===== src/shared/flash_erase_pkg.sv =====
package flash_erase_pkg;
   // ****************************************
   // Flash bus layout
   // ****************************************
   localparam int ADDR_W = 17;
   localparam int DATA_W = 8;
   localparam int SECT_W = 5;
   localparam int NUM_SECT = 32;
   localparam int SECT_LSB = 12;
   localparam logic [16:0] UNLOCK_ADDR1 = 17'h00555;
   localparam logic [16:0] UNLOCK_ADDR2 = 17'h002aa;
   localparam logic [7:0] UNLOCK_DATA1 = 8'haa;
   localparam logic [7:0] UNLOCK_DATA2 = 8'h55;
   localparam logic [7:0] CMD_SETUP = 8'h80;
   localparam logic [7:0] CMD_SECT_ERASE = 8'h30;
   localparam logic [7:0] CMD_SUSPEND = 8'hb0;
   localparam logic [7:0] CMD_RESUME = 8'h30;
   localparam logic [2:0] LAST_STEP = 3'h5;
   // Status byte positions
   localparam int POLL_BIT = 7;
   localparam int TOGGLE_BIT = 6;
   localparam int WINDOW_BIT = 3;
   localparam int SECT_TOGGLE_BIT = 2;
   // ****************************************
   // Timing
   // ****************************************
   localparam int CLK_NS = 40;
   localparam int WINDOW_US = 50;
   localparam int SUSPEND_US = 20;
   localparam int ACCESS_NS = 55;
   localparam int WE_PULSE_NS = 80;
   localparam int RESET_PULSE_NS = 500;
   localparam int RESET_READY_NS = 20000;
   localparam logic [15:0] WINDOW_CYC = 16'(WINDOW_US * 1000 / CLK_NS);
   localparam logic [15:0] SUSPEND_CYC = 16'((SUSPEND_US * 1000 + CLK_NS - 1) / CLK_NS);
   localparam logic [15:0] RD_CYC = 16'((ACCESS_NS + CLK_NS - 1) / CLK_NS);
   localparam logic [15:0] WE_CYC = 16'((WE_PULSE_NS + CLK_NS - 1) / CLK_NS);
   localparam logic [15:0] RESET_PULSE_CYC = 16'((RESET_PULSE_NS + CLK_NS - 1) / CLK_NS);
   localparam logic [15:0] RESET_READY_CYC = 16'((RESET_READY_NS + CLK_NS - 1) / CLK_NS);
   localparam logic [15:0] POLL_GAP_CYC = 16'h0064;
   // ****************************************
   // Software registers
   // ****************************************
   localparam logic [7:0] REG_CTRL = 8'h00;
   localparam logic [7:0] REG_SECT_MASK = 8'h04;
   localparam logic [7:0] REG_RD_ADDR = 8'h08;
   localparam logic [7:0] REG_STATUS = 8'h0c;
   localparam logic [7:0] REG_RD_DATA = 8'h10;
   localparam int CTRL_ERASE = 0;
   localparam int CTRL_SUSPEND = 1;
   localparam int CTRL_RESUME = 2;
   localparam int CTRL_HW_RESET = 3;
   localparam int CTRL_READ = 4;
   localparam int CTRL_DONE_CLR = 5;
   // ****************************************
   // Types
   // ****************************************
   typedef enum {OP_ERASE, OP_SUSPEND, OP_RESUME, OP_READ} op_e;
   typedef enum {ST_IDLE, ST_SET, ST_WE, ST_HOLD, ST_RD, ST_SAMPLE, ST_SUSP_WAIT, ST_RST, ST_RST_WAIT} state_e;
   typedef struct packed {
      logic [16:0] addr;
      logic [7:0] data;
   } busWord_s;
endpackage : flash_erase_pkg


===== src/verilog/sector_erase_host.sv =====
`timescale 1ns/1ps
module sector_erase_host
   import flash_erase_pkg::*;
(
   input wire logic clk_sys,
   input wire logic rst,
   input wire logic [7:0] regAddr,
   input wire logic [31:0] regWrData,
   input wire logic regWr,
   input wire logic regRd,
   output logic [31:0] regRdData,
   output logic [16:0] flashAddr,
   input wire logic [7:0] flashDqIn,
   output logic [7:0] flashDqOut,
   output logic flashDqOe,
   output logic flashCeN,
   output logic flashOeN,
   output logic flashWeN,
   output logic flashResetN
);
   // ****************************************
   // Helpers
   // ****************************************
   function automatic logic [16:0] sectAddr(input logic [4:0] s);
      return {s, 12'h000};
   endfunction : sectAddr

   function automatic logic [4:0] firstSet(input logic [31:0] m);
      logic [4:0] r;
      r = 5'h00;
      for (int i = 31; i >= 0; i--) begin
         if (m[i]) begin
            r = 5'(i);
         end
      end
      return r;
   endfunction : firstSet

   function automatic busWord_s seqWord(input logic [2:0] step, input logic [4:0] s);
      busWord_s w;
      case (step)
         3'h0: w = '{UNLOCK_ADDR1, UNLOCK_DATA1};
         3'h1: w = '{UNLOCK_ADDR2, UNLOCK_DATA2};
         3'h2: w = '{UNLOCK_ADDR1, CMD_SETUP};
         3'h3: w = '{UNLOCK_ADDR1, UNLOCK_DATA1};
         3'h4: w = '{UNLOCK_ADDR2, UNLOCK_DATA2};
         default: w = '{sectAddr(s), CMD_SECT_ERASE};
      endcase
      return w;
   endfunction : seqWord

   state_e stateReg;
   op_e opReg;
   logic [2:0] stepReg;
   logic [15:0] cntReg;
   logic [31:0] sectMaskReg;
   logic [4:0] curSectReg;
   busWord_s busWordReg;
   logic [16:0] rdAddrReg;
   logic [7:0] rdDataReg;
   logic [7:0] lastStatusReg;
   logic pollReadReg;
   logic [15:0] pollCntReg;
   logic erasingReg;
   logic suspendedReg;
   logic doneReg;
   logic [15:0] gapCntReg;
   logic ctrlWr;
   logic [31:0] maskLeft;
   logic sectHold;
   logic pollDone;

   assign ctrlWr = regWr && (regAddr == REG_CTRL) && (stateReg == ST_IDLE);
   assign sectHold = (stateReg == ST_HOLD) && (opReg == OP_ERASE) && (stepReg == LAST_STEP);
   assign maskLeft = sectMaskReg & ~(32'h00000001 << curSectReg);
   assign pollDone = (stateReg == ST_SAMPLE) && pollReadReg && flashDqIn[POLL_BIT];

   // ****************************************
   // Sequencer
   // ****************************************
   always_ff @(posedge clk_sys or posedge rst) begin
      if (rst) begin
         stateReg <= ST_IDLE;
         opReg <= OP_READ;
         stepReg <= 3'h0;
         cntReg <= 16'h0000;
         curSectReg <= 5'h00;
         busWordReg <= '0;
         pollReadReg <= 1'b0;
      end else begin
         case (stateReg)
            ST_IDLE: begin
               if (ctrlWr && regWrData[CTRL_HW_RESET]) begin
                  stateReg <= ST_RST;
                  cntReg <= RESET_PULSE_CYC - 16'h0001;
               end else if (ctrlWr && regWrData[CTRL_ERASE] && !erasingReg && sectMaskReg != 32'h0) begin
                  opReg <= OP_ERASE;
                  stepReg <= 3'h0;
                  curSectReg <= firstSet(sectMaskReg);
                  busWordReg <= seqWord(3'h0, 5'h00);
                  stateReg <= ST_SET;
               end else if (ctrlWr && regWrData[CTRL_SUSPEND] && erasingReg && !suspendedReg) begin
                  opReg <= OP_SUSPEND;
                  busWordReg <= '{UNLOCK_ADDR1, CMD_SUSPEND};
                  stateReg <= ST_SET;
               end else if (ctrlWr && regWrData[CTRL_RESUME] && suspendedReg) begin
                  opReg <= OP_RESUME;
                  busWordReg <= '{UNLOCK_ADDR1, CMD_RESUME};
                  stateReg <= ST_SET;
               end else if (ctrlWr && regWrData[CTRL_READ]) begin
                  opReg <= OP_READ;
                  pollReadReg <= 1'b0;
                  busWordReg <= '{rdAddrReg, 8'h00};
                  cntReg <= RD_CYC - 16'h0001;
                  stateReg <= ST_RD;
               end else if (erasingReg && !suspendedReg && pollCntReg == 16'h0000) begin
                  opReg <= OP_READ;
                  pollReadReg <= 1'b1;
                  busWordReg <= '{sectAddr(curSectReg), 8'h00};
                  cntReg <= RD_CYC - 16'h0001;
                  stateReg <= ST_RD;
               end
            end
            ST_SET: begin
               cntReg <= WE_CYC - 16'h0001;
               stateReg <= ST_WE;
            end
            ST_WE: begin
               cntReg <= cntReg - 16'h0001;
               if (cntReg == 16'h0000) begin
                  stateReg <= ST_HOLD;
               end
            end
            ST_HOLD: begin
               if (opReg == OP_ERASE && stepReg != LAST_STEP) begin
                  stepReg <= stepReg + 3'h1;
                  busWordReg <= seqWord(stepReg + 3'h1, curSectReg);
                  stateReg <= ST_SET;
               end else if (opReg == OP_ERASE && maskLeft != 32'h0) begin
                  curSectReg <= firstSet(maskLeft);
                  busWordReg <= seqWord(LAST_STEP, firstSet(maskLeft));
                  stateReg <= ST_SET;
               end else if (opReg == OP_SUSPEND) begin
                  cntReg <= SUSPEND_CYC - 16'h0001;
                  stateReg <= ST_SUSP_WAIT;
               end else begin
                  stateReg <= ST_IDLE;
               end
            end
            ST_RD: begin
               cntReg <= cntReg - 16'h0001;
               if (cntReg == 16'h0000) begin
                  stateReg <= ST_SAMPLE;
               end
            end
            ST_SAMPLE: begin
               stateReg <= ST_IDLE;
            end
            ST_SUSP_WAIT: begin
               cntReg <= cntReg - 16'h0001;
               if (cntReg == 16'h0000) begin
                  stateReg <= ST_IDLE;
               end
            end
            ST_RST: begin
               cntReg <= cntReg - 16'h0001;
               if (cntReg == 16'h0000) begin
                  cntReg <= RESET_READY_CYC - 16'h0001;
                  stateReg <= ST_RST_WAIT;
               end
            end
            default: begin
               cntReg <= cntReg - 16'h0001;
               if (cntReg == 16'h0000) begin
                  stateReg <= ST_IDLE;
               end
            end
         endcase
      end
   end

   // ****************************************
   // Sector queue and read address
   // ****************************************
   always_ff @(posedge clk_sys or posedge rst) begin
      if (rst) begin
         sectMaskReg <= 32'h00000000;
         rdAddrReg <= 17'h00000;
      end else begin
         if (sectHold) begin
            sectMaskReg <= maskLeft;
         end else if (regWr && regAddr == REG_SECT_MASK) begin
            sectMaskReg <= regWrData;
         end
         if (regWr && regAddr == REG_RD_ADDR) begin
            rdAddrReg <= regWrData[16:0];
         end
      end
   end

   // ****************************************
   // Erase status
   // ****************************************
   always_ff @(posedge clk_sys or posedge rst) begin
      if (rst) begin
         erasingReg <= 1'b0;
         suspendedReg <= 1'b0;
         doneReg <= 1'b0;
         pollCntReg <= 16'h0000;
         lastStatusReg <= 8'h00;
         rdDataReg <= 8'h00;
      end else begin
         if (ctrlWr && regWrData[CTRL_HW_RESET]) begin
            erasingReg <= 1'b0;
            suspendedReg <= 1'b0;
         end else if (sectHold && maskLeft == 32'h0) begin
            erasingReg <= 1'b1;
            pollCntReg <= POLL_GAP_CYC;
         end else if (pollDone && erasingReg && !suspendedReg) begin
            erasingReg <= 1'b0;
         end else if (stateReg == ST_SUSP_WAIT && cntReg == 16'h0000) begin
            suspendedReg <= 1'b1;
         end else if (stateReg == ST_HOLD && opReg == OP_RESUME) begin
            suspendedReg <= 1'b0;
            pollCntReg <= POLL_GAP_CYC;
         end else if (stateReg == ST_SAMPLE && pollReadReg) begin
            pollCntReg <= POLL_GAP_CYC;
         end else if (pollCntReg != 16'h0000) begin
            pollCntReg <= pollCntReg - 16'h0001;
         end
         if (pollDone && erasingReg && !suspendedReg) begin
            doneReg <= 1'b1;
         end else if (regWr && regAddr == REG_CTRL && regWrData[CTRL_DONE_CLR]) begin
            doneReg <= 1'b0;
         end
         if (stateReg == ST_SAMPLE && pollReadReg) begin
            lastStatusReg <= flashDqIn;
         end else if (stateReg == ST_SAMPLE) begin
            rdDataReg <= flashDqIn;
         end
      end
   end

   // ****************************************
   // Register read port
   // ****************************************
   always_ff @(posedge clk_sys or posedge rst) begin
      if (rst) begin
         regRdData <= 32'h00000000;
      end else if (!regRd) begin
         regRdData <= 32'h00000000;
      end else if (regAddr == REG_SECT_MASK) begin
         regRdData <= sectMaskReg;
      end else if (regAddr == REG_RD_ADDR) begin
         regRdData <= {15'h0000, rdAddrReg};
      end else if (regAddr == REG_STATUS) begin
         regRdData <= {16'h0000, lastStatusReg, 4'h0, doneReg, suspendedReg, erasingReg, stateReg != ST_IDLE};
      end else if (regAddr == REG_RD_DATA) begin
         regRdData <= {24'h000000, rdDataReg};
      end else begin
         regRdData <= 32'h00000000;
      end
   end

   // ****************************************
   // Flash pins
   // ****************************************
   always_ff @(posedge clk_sys or posedge rst) begin
      if (rst) begin
         flashAddr <= 17'h00000;
         flashDqOut <= 8'h00;
         flashDqOe <= 1'b0;
         flashCeN <= 1'b1;
         flashOeN <= 1'b1;
         flashWeN <= 1'b1;
         flashResetN <= 1'b1;
      end else begin
         flashAddr <= busWordReg.addr;
         flashDqOut <= busWordReg.data;
         flashDqOe <= stateReg inside {ST_SET, ST_WE, ST_HOLD};
         flashCeN <= !(stateReg inside {ST_SET, ST_WE, ST_HOLD, ST_RD, ST_SAMPLE});
         flashOeN <= !(stateReg inside {ST_RD, ST_SAMPLE});
         flashWeN <= stateReg != ST_WE;
         flashResetN <= stateReg != ST_RST;
      end
   end

   // ****************************************
   // Checks
   // ****************************************
   always_ff @(posedge clk_sys or posedge rst) begin
      if (rst) begin
         gapCntReg <= 16'h0000;
      end else if (!flashWeN) begin
         gapCntReg <= 16'h0000;
      end else if (gapCntReg != 16'hffff) begin
         gapCntReg <= gapCntReg + 16'h0001;
      end
   end
endmodule : sector_erase_host


===== config.mk =====
export PLATFORM = sky130hd
export DESIGN_NAME = sector_erase_host
export DESIGN_NICKNAME = d
export VERILOG_FILES = /design/src/shared/flash_erase_pkg.sv /design/src/verilog/sector_erase_host.sv
export SDC_FILE = /design/constraint.sdc
export NUM_CORES = 1
export LEC_CHECK = 0
export BUFFER_PORTS_ARGS = -buffer_cell sky130_fd_sc_hd__buf_2
export CAP_MARGIN = 30
export CORE_UTILIZATION = 55
export CTS_CLUSTER_SIZE = 30
export DETAILED_ROUTE_END_ITERATION = 7
export PLACE_DENSITY = 0.76
export SYNTH_ARGS = -nofsm -noshare
export SYNTH_HDL_FRONTEND = slang
export SYNTH_SLANG_ARGS = --single-unit

===== constraint.sdc =====
create_clock -name clk_sys -period 9.78 [get_ports clk_sys]
set_input_delay 1.467 -clock clk_sys [delete_from_list [all_inputs] [get_ports clk_sys]]
set_output_delay 1.467 -clock clk_sys [all_outputs]
set_load 0.02 [all_outputs]

; ---- Word level (Yosys, flattened, before mapping)
; Cells that the tools add are included.
[word_totals]
elab_cells = 286
output_inout_bits = 62
register_bits = 260
input_bits = 52
[classes]
n_addsub = 3
shifts = 1
eq_ne = 44
bitwise_logic = 8
n_mux = 138
reduce_logical = 68
[ops]
columns = cell, count
row1 = two-way mux 32 bit, 19
row2 = two-way mux 5 bit, 68
row3 = two-way mux 16 bit, 17
row4 = one-hot mux 32 bit (7 select lines), 1
row5 = two-way mux 25 bit, 8
row6 = "equality test 32 x 3 -> 1 bit, second input constant", 5
row7 = zero test 32 bit, 4
row8 = "equality test 32 x 2 -> 1 bit, second input constant", 3
row9 = nonzero test 32 bit, 3
row10 = one-hot mux 16 bit (5 select lines), 1
row11 = one-hot mux 25 bit (3 select lines), 1
row12 = "equality test 32 x 4 -> 1 bit, second input constant", 2
row13 = one-hot mux 25 bit (2 select lines), 1
row14 = bitwise AND 32 bit, 1
row15 = "equality test 32 x 1 -> 1 bit, second input constant", 1
row16 = zero test 16 bit, 2
row17 = "inequality test 32 x 3 -> 1 bit, second input constant", 1
row18 = "inequality test 32 x 4 -> 1 bit, second input constant", 1
row19 = inverter 32 bit, 1
row20 = "<< shifter 1 x 5 -> 32 bit, first input constant", 1
row21 = "subtractor 16 x 1 -> 16 bit, second input constant", 2
row22 = logical AND 1 bit, 28
row23 = "inequality test 2 bit, second input constant", 14
row24 = two-way mux 3 bit, 6
row25 = other kinds (32), 71

; ---- Longest topological paths before layout
[logic_depth]
word_depth = 38
depth_mapped = 12
depth_no_buf = 10

; ---- Worst setup path after synthesis
; No wires, ideal clock.
[synth_path]
path_type = in2reg
startpoint = in regAddr[3]
endpoint = reg busWordReg[24] (netlist bit)
setup_time_ns = 0.082
t_arrival_ns = 3.770
setup_slack_ns = 5.928
n_path_buf = 3
t_required_ns = 9.698
stages = 10
cell_sequence = clkbuf_1 -> nor4_1 -> and4_1 -> buf_2 -> and2_1 -> buf_2 -> nor3b_1 -> a22o_1 -> a41oi_1 -> a31oi_1
[synth_via]
elab_chain_len = 10
word_cells_on_any_way = 22
cone_classes = eq/ne (2) / mux (6) / reduce/logical (14)
[synth_lines]
columns = element, line_no
row1 = "start, declared", sector_erase_host.sv:7  ; input wire logic [7:0] regAddr,
row2 = zero test 8 bit (*), sector_erase_host.sv:73  ; assign ctrlWr = regWr && (regAddr == REG_CTRL) && (stateReg == ST_IDLE);
row3 = logical AND 1 bit (*) (2 in a row), sector_erase_host.sv:73
row4 = "logical AND 1 bit, on equally long branches", "sector_erase_host.sv:110, sector_erase_host.sv:102, sector_erase_host.sv:106"
row5 = two-way mux 25 bit (tied with other cells), sector_erase_host.sv:110  ; end else if (ctrlWr && regWrData[CTRL_READ]) begin
row6 = two-way mux 25 bit / logical AND 1 bit (equally long branches), "sector_erase_host.sv:106, sector_erase_host.sv:102"
row7 = two-way mux 25 bit, sector_erase_host.sv:102  ; end else if (ctrlWr && regWrData[CTRL_SUSPEND] && erasingReg && !suspendedReg) begin
row8 = two-way mux 25 bit, sector_erase_host.sv:96  ; end else if (ctrlWr && regWrData[CTRL_ERASE] && !erasingReg && sectMaskReg != 32'h0) begin
row9 = two-way mux 25 bit, sector_erase_host.sv:93  ; if (ctrlWr && regWrData[CTRL_HW_RESET]) begin
row10 = one-hot mux 25 bit (2 select lines), sector_erase_host.sv:91  ; case (stateReg)
row11 = "end signal, assigned", sector_erase_host.sv:100  ; busWordReg <= seqWord(3'h0, 5'h00);
row12 = "end signal, assigned", sector_erase_host.sv:104  ; busWordReg <= '{UNLOCK_ADDR1, CMD_SUSPEND};
row13 = "end signal, assigned", sector_erase_host.sv:108  ; busWordReg <= '{UNLOCK_ADDR1, CMD_RESUME};
row14 = "end, declared", sector_erase_host.sv:58  ; busWord_s busWordReg;
; Every way passes the cells marked *; elsewhere a longest branch is shown, timed or not. The select of a mux whose other input is x is not followed.
; A chain may end at the register's enable or synchronous reset.

; ---- Worst setup path after layout
[layout_path]
startpoint = in regAddr[4]
endpoint = reg sectMaskReg[9]
[layout_via]
elab_chain_len = 3
[layout_lines]
columns = element, line_no
row1 = equality test 8 x 3 -> 1 bit, sector_erase_host.sv:192  ; end else if (regWr && regAddr == REG_SECT_MASK) begin
row2 = logical AND 1 bit, sector_erase_host.sv:192
row3 = nonzero test 2 bit (no line), -
row4 = "end signal, assigned", sector_erase_host.sv:191  ; sectMaskReg <= maskLeft;
row5 = "end signal, assigned", sector_erase_host.sv:193  ; sectMaskReg <= regWrData;
row6 = "end, declared", sector_erase_host.sv:56  ; logic [31:0] sectMaskReg;
; Every way passes these cells.

==> out/metrics.yaml <==
status: "completed"
post_synth_num_cell_types: 72
dr.pass1.iters: 7
dp.final_hpwl_mm: 18.8
unrepaired_setup_endpoints_after_global_routing: "false"
clk_root_buffer_cell: "sky130_fd_sc_hd__clkbuf_16"
placement_rows: 49
clk_pin_slew_ps: 70
hold-path-cell-count: 0
synth_area_leaders: "sky130_fd_sc_hd__dfrtp_1, sky130_fd_sc_hd__mux2_2, sky130_fd_sc_hd__o21ai_0"
max_cap_violations: 0
syn_inst: 1044
yosysWarningCount: 0
powerDensity_mw_per_mm2: 145
timing.critical_path.from: "regAddr[4]"
cts_tree: "built"
drt_iter0_drc: 712
final-max-slew-violation-count: 0
pin_count_of_the_biggest_net_entering_global_routing: 115
wl_met3_mm: 1.84
synth_sequential_area_ratio_pct: 49.0
max-slew-margin-rel_pct: 36.3
port_bufs: 113
criticalPathCategory: "in2reg"
post_synth_instance_area_mm2: 0.0100
worstSetupEndpointType: "register"
cts_htree_levels: 4
global_route_wire_length_before_repair_mm: 42.4
synth_top_cell_by_area: "sky130_fd_sc_hd__dfrtp_1"
gr-total-overflow: 0
asyncSetResetFlopFracSynth_pct: 100
power.leakage_nw: 5.29
finalWorstPathRequiredPeriod_ps: 4240
track_usage_pct: 29.4
postCtsSetupRepairBufs: 0
antenna_found_initial: 0
worst_clock_skew_ps: 14.9
max-clock-path-buffers: 2
full_die_area_mm2: 0.0188
critPathArrivalTime_ps: 4610
final_layout_size_suffix_gt1_share_pct: 20.0
final_critical_path_share_of_the_clock_period_pct: 43.3
clk-insertion-delay-late_ps: 450
r2r.worst_path.cells: 8
worst_path_largest_cell_delay_ps: 590
critPathLaunchType: "input port"
io-pin-count: 114
critical_path_required_ps: 10160
path_max_fanout: 28
worst_r2r_startpoint: "curSectReg[4]$_DFFE_PP0P_"
cts-hold-fix-buffers: 0
achievable-frequency_mhz: 236
syn_avg_cell_area_um2: 9.60
hold_viol_final: 0
initial_utilization_pct: 56.0
reg2reg_to: "busWordReg[14]$_DFFE_PP0P_"
met1_length_mm: 11.5
ordered_cell_list_for_the_critical_path: "buf_2 -> nor4_1 -> and3_1 -> nor2b_2 -> buf_8 -> nand2_1 -> nor2_1 -> a22o_1"
synth_top_area_share_pct: 47.4
postRouteAntennaNets: 0
max-vdd-ir-drop_v: 0.000108
num-nets-final: 1186
setup.reg_to_reg.worst_slack_ps: 5620
synth_ff_type: "sky130_fd_sc_hd__dfrtp_1"
grt_pass1_vias: 8012
setup_viol: 0
drt_drc_violations_left: 0
met2RoutedLength_mm: 12.0
cts.sinks: 196
gp_congestion: 0.939
routed_wl_mm: 26.4
synth_nets: 1103
die_width_um: 137
cp_slowest_cell: "sky130_fd_sc_hd__and3_1"
area_growth_syn_to_layout_pct: 13.0
final.setup.tns_ps: 0
route.top_layer_used: "met4"
via_count: 8590
coreArea_mm2: 0.0179
crit_end: "sectMaskReg[9]$_DFFE_PP0P_"
cts_inserted_buffers: 17
diodes: 0
total_power_mw: 1.65
wl_per_cell_um: 19.3
final.fill_count: 1473
avgViaCountPerCell: 6.27
yosys_register_bits: 196
tightestPinTransition_ps: 952
cts_resized: 0
path_category_of_the_worst_min_delay_check: "reg2reg"
number_of_enable_flip_flop_cells_after_synthesis: 0
chipHeight_um: 137
worst max-delay path: cells and delay by family:
family | cells | cell delay, ps
buffers and inverters | 2 | 340
and+or+nand+nor | 5 | 2550
AOI/OAI and AO/OA | 1 | 240
cell families after synthesis:
family / after synthesis / share of synthesized area (%)
DFF: 196 / 49.0
AOI/OAI and AO/OA: 319 / 20.0
xor gates and xnor gates: 13 / 1.14
buffers and inverters: 82 / 3.48
adders and majority gates: 7 / 0.873
muxes: 54 / 5.91
and+or+nand+nor: 373 / 19.6
layer usage:
layer  track usage, %  vias to the layer above
met1             40.4                     4135
met2             45.0                      398
li1                 -                     3985
met4             13.4                        0
met3             5.59                       72
met5                0                        -
cells in the mapped netlist (all sizes together), types with 9 or more instances:
| cell | instances |
|---|---|
| a21oi | 79 |
| nand3 | 16 |
| nand2b | 15 |
| nor2b | 18 |
| nand2 | 91 |
| nor4 | 21 |
| a21boi | 9 |
| nor2 | 91 |
| inv | 23 |
| or3 | 9 |
| dfrtp | 190 |
| nor3 | 26 |
| o21ai | 101 |
| a211oi | 22 |
| and3 | 35 |
| o31ai | 11 |
| mux2i | 12 |
| xnor2 | 12 |
| buf | 17 |
| o21a | 12 |
| mux2 | 42 |
| clkbuf | 42 |
| nand4 | 11 |
| a22o | 12 |
| a22oi | 22 |
| a31oi | 10 |
flip-flops by register name, indices dropped and copies added, names as in the netlist:
signal and cells:
flashOeN 1, pollReadReg 1, doneReg 1, rdAddrReg 17, cntReg 16, regRdData 32, flashDqOe 1, sectMaskReg 32
flashDqOut 5, opReg 2, busWordReg 22, suspendedReg 1, erasingReg 1, flashCeN 1, flashAddr 17, rdDataReg 8
pollCntReg 16, lastStatusReg 8, flashWeN 1, curSectReg 5, stepReg 3, stateReg 4, flashResetN 1
how the worst min path moves through the flow:
stage / start / to
2_1_floorplan: busWordReg[19]$_DFFE_PP0P_ / flashAddr[11]$_DFF_PP0_
3_3_place_gp: busWordReg[3]$_DFFE_PP0P_ / flashDqOut[3]$_DFF_PP0_
3_5_place_dp: busWordReg[11]$_DFFE_PP0P_ / flashAddr[3]$_DFF_PP0_
4_1_cts: busWordReg[11]$_DFFE_PP0P_ / flashAddr[3]$_DFF_PP0_
5_1_grt: busWordReg[4]$_DFFE_PP0P_ / flashDqOut[4]$_DFF_PP0_
6_report: busWordReg[4]$_DFFE_PP0P_ / flashDqOut[4]$_DFF_PP0_
where the power goes:
| part | leakage [nW] | internal [mW] | switching (mW) |
|---|---|---|---|
| Combinational | 2.45 | 0.0359 | 0.0632 |
| Clock | 0.284 | 0.365 | 0.344 |
| Sequential | 2.55 | 0.819 | 0.0181 |
| Total | 5.29 | 1.22 | 0.426 |
per-stage QoR:
step	instance area (um^2)	hold slack, ps	utilization, %	setup WS, ps	std cells
after floorplan	10000	354	-	2980	1044
after global placement	10700	359	59.5	4360	1331
after detailed placement	10700	364	59.9	5220	1336
after CTS	11300	382	63.2	5630	1368
after global routing	11300	393	63.3	5270	1369
final	11300	379	63.3	5540	1369
cell type report:
class | instances | area (um^2) | share of cell area, %
clock inverter | 14 | 165 | 1.46
tap | 229 | 287 | 2.53
timing repair buffer | 123 | 671 | 5.92
clock buffer | 18 | 429 | 3.79
inverter | 23 | 93.8 | 0.829
multi-input combinational | 766 | 4770 | 42.1
sequential | 196 | 4910 | 43.4
layout by cell type, fill, tap and decap left out, types with 6 or more instances in the layout:
cell,instances
sky130_fd_sc_hd__a22oi_1,22
sky130_fd_sc_hd__buf_2,114
sky130_fd_sc_hd__a31oi_1,10
sky130_fd_sc_hd__mux2_2,42
sky130_fd_sc_hd__nor4_1,13
sky130_fd_sc_hd__a21boi_0,8
sky130_fd_sc_hd__nand4_1,11
sky130_fd_sc_hd__xnor2_1,12
sky130_fd_sc_hd__o41ai_1,7
sky130_fd_sc_hd__a211oi_1,21
sky130_fd_sc_hd__o211ai_1,6
sky130_fd_sc_hd__o31ai_1,11
sky130_fd_sc_hd__dfrtp_1,190
sky130_fd_sc_hd__and3_1,35
sky130_fd_sc_hd__o21ai_0,94
sky130_fd_sc_hd__nand3_1,16
sky130_fd_sc_hd__o21a_1,12
sky130_fd_sc_hd__nand2_1,91
sky130_fd_sc_hd__nor2_1,91
sky130_fd_sc_hd__inv_1,22
sky130_fd_sc_hd__clkbuf_16,17
sky130_fd_sc_hd__o21ai_1,7
sky130_fd_sc_hd__nor3_1,26
sky130_fd_sc_hd__a21oi_1,79
sky130_fd_sc_hd__dfstp_2,6
sky130_fd_sc_hd__or2_2,7
sky130_fd_sc_hd__mux2i_1,12
sky130_fd_sc_hd__nor2b_1,17
sky130_fd_sc_hd__nand2b_1,15
sky130_fd_sc_hd__or3_1,8
sky130_fd_sc_hd__nor4_2,6
sky130_fd_sc_hd__ha_1,7
sky130_fd_sc_hd__a22o_1,12
(Power assumes the default switching activity.)
